==> src/lechs_pkg.sv <==
// package for the lane error counter hold and status bank
// assumes a byte wide register port driven by the serial configuration front end
// How it works
// RULE1: hold enabled counter stops at 0xFF
// RULE2: hold clear counter wraps back to zero
// RULE3: bit2 control char, bit1 table, bit0 disparity
// RULE4: software changes hold only during lane reset; the bank takes hold writes at any time, with no soft reset interlock
// RULE5: hold field resets 0x7, upper bits zero
// RULE6: reached bit sets at terminal count
// RULE7: status bit3 shows lane enabled, resets zero
// RULE8: counter reset also clears its reached bit
package lechs_pkg;

    // register port geometry
    localparam int ADDR_W = 12;
    localparam int DATA_W = 8;
    localparam int CNT_W  = 8;

    // register offsets
    localparam logic [11:0] LANE6_ERROR_HOLD_ENABLE_ADDR = 12'h48E;
    localparam logic [11:0] LANE7_ERROR_HOLD_ENABLE_ADDR = 12'h48F;
    localparam logic [11:0] LANE0_ERROR_STATUS_ADDR      = 12'h490;
    localparam logic [11:0] LANE1_ERROR_STATUS_ADDR      = 12'h491;

    // field positions
    localparam int HOLD_FIELD_MSB  = 2;
    localparam int REACHED_MSB     = 2;
    localparam int ACTIVE_FLAG_BIT = 3;
    localparam int CTRL_CHAR_BIT   = 2;
    localparam int TABLE_BIT       = 1;
    localparam int DISPARITY_BIT   = 0;

    // reset values and terminal count
    localparam logic [2:0] HOLD_RESET       = 3'h7;
    localparam logic [2:0] REACHED_RESET    = 3'h0;
    localparam logic [7:0] TERMINAL_COUNT   = 8'hFF;
    localparam logic [7:0] READ_IDLE_VALUE  = 8'h00;
    localparam logic [3:0] ACTIVE_RESET     = 4'h0;

    // one error event per counter of a lane, bit order as in the fields
    typedef struct packed {
        logic unexpected_control_char_error;
        logic not_in_table_error;
        logic bad_disparity_error;
    } lechs_err_t;

    // register port request
    typedef struct packed {
        logic [11:0] addr;
        logic        wr;
        logic        rd;
        logic [7:0]  wdata;
    } lechs_req_t;

endpackage

==> src/lechs_lane_cnt.sv <==
// three error counters of one lane with hold or wrap and reached flags
// assumes error pulses and counter clear on the register clock
`timescale 1ns/1ps
`default_nettype none
module lechs_lane_cnt
(
    input  wire logic                  clk,
    input  wire logic                  nrst,
    input  wire logic [2:0]            hold_en,
    input  wire lechs_pkg::lechs_err_t err,
    input  wire logic                  cnt_clr,
    output logic      [2:0][7:0]       count,
    output logic      [2:0]            reached
);
    import lechs_pkg::*;

    logic [2:0] err_bits;

    assign err_bits = err; // RULE3

    genvar g;
    generate
        for (g = 0; g < 3; g++)
        begin : g_cnt
            logic [7:0] cnt_ff;
            logic [7:0] nxt_cnt;
            logic       reach_ff;
            logic       nxt_reach;
            logic       at_term;

            // saturate only when hold is on, otherwise plain 8 bit wrap
            assign at_term = (cnt_ff == TERMINAL_COUNT);
            assign nxt_cnt = cnt_clr ? {7'h00, err_bits[g]}
                           : !err_bits[g] ? cnt_ff
                           : (at_term && hold_en[g]) ? cnt_ff // RULE1
                           : cnt_ff + 8'h01; // RULE2
            // sticky until the counter is cleared; a clear returns well below 0xFF
            assign nxt_reach = (nxt_cnt == TERMINAL_COUNT) // RULE6
                             | (reach_ff & ~cnt_clr); // RULE8

            // counter and flag registers
            always_ff @(posedge clk or negedge nrst)
            begin
                if (!nrst)
                begin
                    cnt_ff   <= 8'h00;
                    reach_ff <= 1'b0;
                end
                else
                begin
                    cnt_ff   <= nxt_cnt;
                    reach_ff <= nxt_reach;
                end
            end

            assign count[g]   = cnt_ff;
            assign reached[g] = reach_ff;
        end
    endgenerate

endmodule
`default_nettype wire

==> src/lechs_top.sv <==
// lane error counter hold enable and status register bank
// assumes the serial configuration front end issues single cycle rd or wr strobes
// assumes lane soft reset levels and error pulses arrive on REF_CLK
`timescale 1ns/1ps
`default_nettype none
module lechs_top
(
    input  wire logic                     REF_CLK,
    input  wire logic                     NRST,
    // register port from the configuration serial port
    input  wire lechs_pkg::lechs_req_t    REG_REQ,
    output logic      [7:0]               REG_RDATA,
    output logic                          REG_RVALID,
    // lane 0 and 1 hold enables live in neighbouring registers
    input  wire logic [2:0]               LANE0_HOLD_EN,
    input  wire logic [2:0]               LANE1_HOLD_EN,
    // lane deserializer soft reset levels, high while held in reset
    input  wire logic [3:0]               LANE_SOFT_RESET,
    // error events, index 0 lane0, 1 lane1, 2 lane6, 3 lane7
    input  wire lechs_pkg::lechs_err_t [3:0] LANE_ERR,
    // per lane counter clear by user
    input  wire logic [3:0]               LANE_CNT_CLR,
    // counter values for the counter readback registers
    output logic      [3:0][2:0][7:0]     LANE_COUNT,
    // hold fields for lanes 6 and 7
    output logic      [2:0]               LANE6_HOLD_EN,
    output logic      [2:0]               LANE7_HOLD_EN,
    // reached flags for lanes 6 and 7, their status registers sit elsewhere
    output logic      [2:0]               LANE6_REACHED,
    output logic      [2:0]               LANE7_REACHED
);
    import lechs_pkg::*;

    // hold enable registers
    logic [2:0] lane6_hold_enable_field_ff;
    logic [2:0] nxt_lane6_hold;
    logic [2:0] lane7_hold_enable_field_ff;
    logic [2:0] nxt_lane7_hold;

    // read path registers
    logic [7:0] rdata_ff;
    logic [7:0] nxt_rdata;
    logic       rvalid_ff;

    // address decode
    logic       hit_hold6;
    logic       hit_hold7;
    logic       hit_stat0;
    logic       hit_stat1;

    // per lane wiring
    logic [3:0][2:0] lane_hold;
    logic [3:0][2:0] lane_reached;
    logic [3:0]      lane_active_ff;
    logic [3:0]      nxt_lane_active;
    logic [7:0]      lane0_status_reg;
    logic [7:0]      lane1_status_reg;

    // address decode as named wires
    assign hit_hold6 = (REG_REQ.addr == LANE6_ERROR_HOLD_ENABLE_ADDR);
    assign hit_hold7 = (REG_REQ.addr == LANE7_ERROR_HOLD_ENABLE_ADDR);
    assign hit_stat0 = (REG_REQ.addr == LANE0_ERROR_STATUS_ADDR);
    assign hit_stat1 = (REG_REQ.addr == LANE1_ERROR_STATUS_ADDR);

    // only the low field is stored, reserved bits have no flops
    // no interlock with lane soft reset: a live change is software's fault
    assign nxt_lane6_hold = (REG_REQ.wr && hit_hold6) ?
                            REG_REQ.wdata[HOLD_FIELD_MSB:0] : lane6_hold_enable_field_ff;
    assign nxt_lane7_hold = (REG_REQ.wr && hit_hold7) ?
                            REG_REQ.wdata[HOLD_FIELD_MSB:0] : lane7_hold_enable_field_ff;

    // hold fields come up all ones so every lane 6 and 7 counter saturates
    always_ff @(posedge REF_CLK or negedge NRST)
    begin
        if (!NRST)
        begin
            lane6_hold_enable_field_ff <= HOLD_RESET; // RULE5
            lane7_hold_enable_field_ff <= HOLD_RESET; // RULE5
        end
        else
        begin
            lane6_hold_enable_field_ff <= nxt_lane6_hold;
            lane7_hold_enable_field_ff <= nxt_lane7_hold;
        end
    end

    // lane order inside the vectors: 0, 1, 6, 7
    assign lane_hold[0] = LANE0_HOLD_EN;
    assign lane_hold[1] = LANE1_HOLD_EN;
    assign lane_hold[2] = lane6_hold_enable_field_ff;
    assign lane_hold[3] = lane7_hold_enable_field_ff;

    // counters of every lane handled here, hold or wrap per counter
    genvar l;
    generate
        for (l = 0; l < 4; l++)
        begin : g_lane
            lechs_lane_cnt lechs_lane_cnt_inst
            (
                .clk     (REF_CLK),
                .nrst    (NRST),
                .hold_en (lane_hold[l]),
                .err     (LANE_ERR[l]),
                .cnt_clr (LANE_CNT_CLR[l]),
                .count   (LANE_COUNT[l]),
                .reached (lane_reached[l])
            );
        end
    endgenerate

    // lane active flag registered so the status bit reads zero out of reset
    // costs one cycle of lag behind the soft reset level, harmless for software
    assign nxt_lane_active = ~LANE_SOFT_RESET; // RULE7

    // lane active flags
    always_ff @(posedge REF_CLK or negedge NRST)
    begin
        if (!NRST)
        begin
            lane_active_ff <= ACTIVE_RESET; // RULE7
        end
        else
        begin
            lane_active_ff <= nxt_lane_active;
        end
    end

    // status bytes: bit 3 active, bits 2:0 reached, upper bits read zero
    assign lane0_status_reg = {4'h0, lane_active_ff[0], lane_reached[0]}; // RULE7
    assign lane1_status_reg = {4'h0, lane_active_ff[1], lane_reached[1]}; // RULE7

    // read mux, unmapped offsets answer zero
    assign nxt_rdata = !REG_REQ.rd ? rdata_ff
                     : hit_hold6   ? {5'h00, lane6_hold_enable_field_ff} // RULE5
                     : hit_hold7   ? {5'h00, lane7_hold_enable_field_ff} // RULE5
                     : hit_stat0   ? lane0_status_reg // RULE6
                     : hit_stat1   ? lane1_status_reg // RULE6
                     : READ_IDLE_VALUE;

    // read data held until the next read so a slow shifter can pick it up
    always_ff @(posedge REF_CLK or negedge NRST)
    begin
        if (!NRST)
        begin
            rdata_ff  <= READ_IDLE_VALUE;
            rvalid_ff <= 1'b0;
        end
        else
        begin
            rdata_ff  <= nxt_rdata;
            rvalid_ff <= REG_REQ.rd;
        end
    end

    // outputs
    assign REG_RDATA     = rdata_ff;
    assign REG_RVALID    = rvalid_ff;
    assign LANE6_HOLD_EN = lane6_hold_enable_field_ff;
    assign LANE7_HOLD_EN = lane7_hold_enable_field_ff;
    assign LANE6_REACHED = lane_reached[2];
    assign LANE7_REACHED = lane_reached[3];

endmodule
`default_nettype wire

==> config.mk <==
export PLATFORM = sky130hd
export DESIGN_NAME = lechs_top
export DESIGN_NICKNAME = d
export VERILOG_FILES = /design/src/lechs_pkg.sv /design/src/lechs_lane_cnt.sv /design/src/lechs_top.sv
export SDC_FILE = /design/constraint.sdc
export NUM_CORES = 1
export LEC_CHECK = 0
export ABC_AREA = 0
export BUFFER_PORTS_ARGS = -buffer_cell sky130_fd_sc_hd__buf_2
export CAP_MARGIN = 20
export CORE_MARGIN = 3
export CORE_UTILIZATION = 23
export DETAILED_ROUTE_END_ITERATION = 8
export HOLD_SLACK_MARGIN = 0.15
export SYNTH_ARGS = -nofsm -noshare
export SYNTH_HDL_FRONTEND = slang
export SYNTH_SLANG_ARGS = --single-unit
export TNS_END_PERCENT = 100
==> constraint.sdc <==
create_clock -name REF_CLK -period 3.6 [get_ports REF_CLK]
set_clock_uncertainty 0.15 [all_clocks]
set_input_delay 0.36 -clock REF_CLK [delete_from_list [all_inputs] [get_ports REF_CLK]]
set_output_delay 0.36 -clock REF_CLK [all_outputs]
set_load 0.05 [all_outputs]
==> impl_metrics.tcl <==
set metrics [dict create \
    crit_arrival_ps 2570 \
    place_congestion 0.830 \
    clockBufferDepth 2 \
    nNetsFinal 973 \
    async_flop_share_pct 100 \
    clk_pin_slew_ps 60 \
    synth_top_area_share_pct 40.8 \
    end_kind "register" \
    tightest_slew_ps 871 \
    die-area_um2 32800 \
    swShare_pct 27.7 \
    dp_hpwl_mm 14.8 \
    clock_sinks 121 \
    synth_seq_area_share_pct 43.0 \
    setup.worst_path.start "g_lane[1].lechs_lane_cnt_inst.g_cnt[2].cnt_ff[0]$_DFF_PN0_" \
    ys_ff_latch 121 \
    io_pins 167 \
    final_cells 1311 \
    p_switching_uw 1010 \
    worst_hold_path.num_cells 3 \
    synthAdderAreaFrac_pct 2.13 \
    synth_xor_xnor_area_share_pct 1.86 \
    overflow 0 \
    worst_ir_drop_vdd_mv 0.246 \
    cts_root_buffer "clkbuf_16" \
    synth_compound_area_share_pct 20.0 \
    synth_top_family_by_area "simple AND/OR/NAND/NOR gates" \
    placed_area_um2 8190 \
    ant_nets 0 \
    path_class "register to register" \
    leakagePower_uw 0.00404 \
    insertion_delay_ps 400 \
    yosysWarnings 0 \
    setup_violations 0 \
    relSlewSlack_pct 41.9 \
    maxCapViolCount 0 \
    vias 6585 \
    die_h_um 181 \
    p_seq_share_pct 40.1 \
    antenna_cells 0 \
    nFillCells 3163 \
    post-route-min-period_ps 2380 \
    p_int_uw 2640 \
    crit_fanout 9 \
    r2r_end "g_lane[1].lechs_lane_cnt_inst.g_cnt[2].reach_ff$_DFF_PN0_" \
    syn-cell-area_um2 7060 \
    max_freq_ghz 0.420 \
    die_w_um 181 \
    drive_above_1_share_pct 24.3 \
    cts_resized 0 \
    antenna_found_initial 0 \
    cts_buffers 17 \
    synthDistinctLibCells 82 \
    yosys.area_share.simple_pct 24.3 \
    post_cts_buffers 0 \
    rsz0062_at_grt "false" \
    synth.area.top_cells "dfrtp_1 41%, nor2_1 3.8%, mux2i_1 3.3%" \
    reg2reg_from "g_lane[1].lechs_lane_cnt_inst.g_cnt[2].cnt_ff[0]$_DFF_PN0_" \
    p_comb_share_pct 12.3 \
    critPathRequiredTime_ps 3790 \
    route.detailed.drc 0 \
    drt-total-wl_mm 20.7 \
    cts_tree "yes" \
    worstHoldPathType "primary input to register" \
    initial_core_util_pct 23.6 \
    start_kind "register" \
    hold_slack_ps 209 \
    rows 63 \
    io_buffer_count 155 \
    routedWlPerCell_um 15.8 \
    run_status "complete, no violations" \
    holdPathEnd "g_lane[3].lechs_lane_cnt_inst.g_cnt[1].cnt_ff[0]$_DFF_PN0_" \
    worstHoldStart "LANE_ERR[10]" \
    synth_ff_type "dfrtp_1" \
    syn_inst 746 \
    drv_slew 0 \
    fin_setup_tns_ps 0 \
    grt_max_degree 87 \
    fin_crit_sh_pct 66.1 \
    r2r_setup_slack_ps 1220 \
    avgSynthCellArea_um2 9.46 \
    htree_levels 4 \
    grt_pass1_vias 6082 \
    synth_top_cell_by_area "dfrtp_1" \
    p_per_area_nw_per_um2 407 \
    first_pass_iters 5 \
    core_area_um2 30000 \
    synthMuxAreaShare_pct 5.02 \
    place_inst 1262 \
    grt_pass1_wl_mm 33.5 \
    vias_per_cell 5.02 \
    finalPower_uw 3650 \
    groute.usage.overall_pct 12.4 \
    design_area_um2 8970 \
    p_clk_share_pct 47.7 \
    synth_edf_count 0 \
    r2r_cells 6 \
    syn_to_final_growth_pct 27.1 \
    drt_iter0_drc 436 \
    hold_viol 0 \
]
==> per-layer routing <==
layer,GRT usage [%],part of all wire (%)
met1,17.5,47
met4,2.93,1.1
met5,0,0
met2,19.1,46
met3,3.14,5.8
==> worst max-delay path: stages (launching register included) <==
cell and delay (ps):
dfrtp_1 480, ha_1 320, and4_4 280, a211oi_1 80, or3_1 370, a2111oi_1 410, a32o_1 240
==> state kept, by name (all words and copies together), names as in the netlist <==
register	count
lane_active_ff	2
g_lane.lechs_lane_cnt_inst.g_cnt.cnt_ff	96
REG_RVALID	1
LANE7_HOLD_EN	3
LANE6_HOLD_EN	3
g_lane.lechs_lane_cnt_inst.g_cnt.reach_ff	12
REG_RDATA	4
==> worst max-delay path by stage <==
stage / cells after the start / slack (ps) / to
after floorplan: 6 / 1160 / g_lane[1].lechs_lane_cnt_inst.g_cnt[2].reach_ff$_DFF_PN0_
after global placement: 5 / 1190 / LANE7_HOLD_EN[1]$_DFFE_PN1P_
after detailed placement: 5 / 1170 / LANE7_HOLD_EN[0]$_DFFE_PN1P_
after CTS: 6 / 1230 / g_lane[1].lechs_lane_cnt_inst.g_cnt[2].reach_ff$_DFF_PN0_
after global routing: 6 / 990 / g_lane[1].lechs_lane_cnt_inst.g_cnt[2].reach_ff$_DFF_PN0_
final: 6 / 1220 / g_lane[1].lechs_lane_cnt_inst.g_cnt[2].reach_ff$_DFF_PN0_
==> through the flow <==
step | utilization (%) | worst slack [ps]
global route | 30.0 | 994
detailed placement | 27.3 | 1170
global placement | 27.3 | 1190
finish | 30.0 | 1220
floorplan | - | 1160
CTS | 30.0 | 1230
==> kinds of logic (layout without fill, tap and decap cells) <==
kind of cell | after synthesis | in the layout
other | 1 | 4
xor gates and xnor gates | 15 | 15
and+or+nand+nor | 311 | 311
buffers and inverters | 57 | 229
AOI/OAI and AO/OA | 195 | 195
muxes | 34 | 34
DFF | 121 | 121
adders and majority gates | 12 | 12
==> cell usage after synthesis, types with 9 or more instances <==
master and count:
buf_4 11, nand2_1 47, inv_1 22, and4_1 13
mux2_2 11, a32o_1 12, mux2i_1 23, and3_1 18
nand3_1 34, nand4_1 35, ha_1 12, nor3_1 30
a211oi_1 15, a31oi_1 15, a21oi_1 32, clkbuf_1 12
xnor2_1 9, o21ai_0 37, nor2_1 71, dfrtp_1 115
==> placed cells by master (no fill, tap or decap), types with 17 or more instances in the layout <==
master	n
and3_1	18
clkbuf_16	17
nand2_1	47
nor2_1	71
o21ai_0	37
inv_1	22
nand3_1	34
dlygate4sd3_1	20
buf_2	154
a21oi_1	32
nand4_1	35
nor3_1	30
dfrtp_1	115
mux2i_1	23
==> power groups by stage <==
stage          clock network, uW  logic [uW]  registers [uW]
2_1_floorplan                  0         163            1600
3_5_place_dp                   0         438            1480
5_1_grt                     1870         491            1470
6_report                    1740         448            1460
3_3_place_gp                   0         434            1480
4_1_cts                     1820         456            1460
==> final cells by class <==
cell class	count	area, um2	share of cell area [%]
Clock buffer	20	457	5.09
Clock inverter	9	125	1.39
Inverter	23	86.3	0.962
Multi-Input combinational cell	571	3770	42.0
Sequential cell	121	3040	33.8
Tap cell	390	488	5.44
Timing Repair Buffer	177	1010	11.3
==> timing repair <==
action,in CTS,in global routing
setup endpoints to repair,0,0
hold buffers,20,0
endpoints found under the hold margin,108,0
No activity file was read; power rests on OpenSTA's default activity.
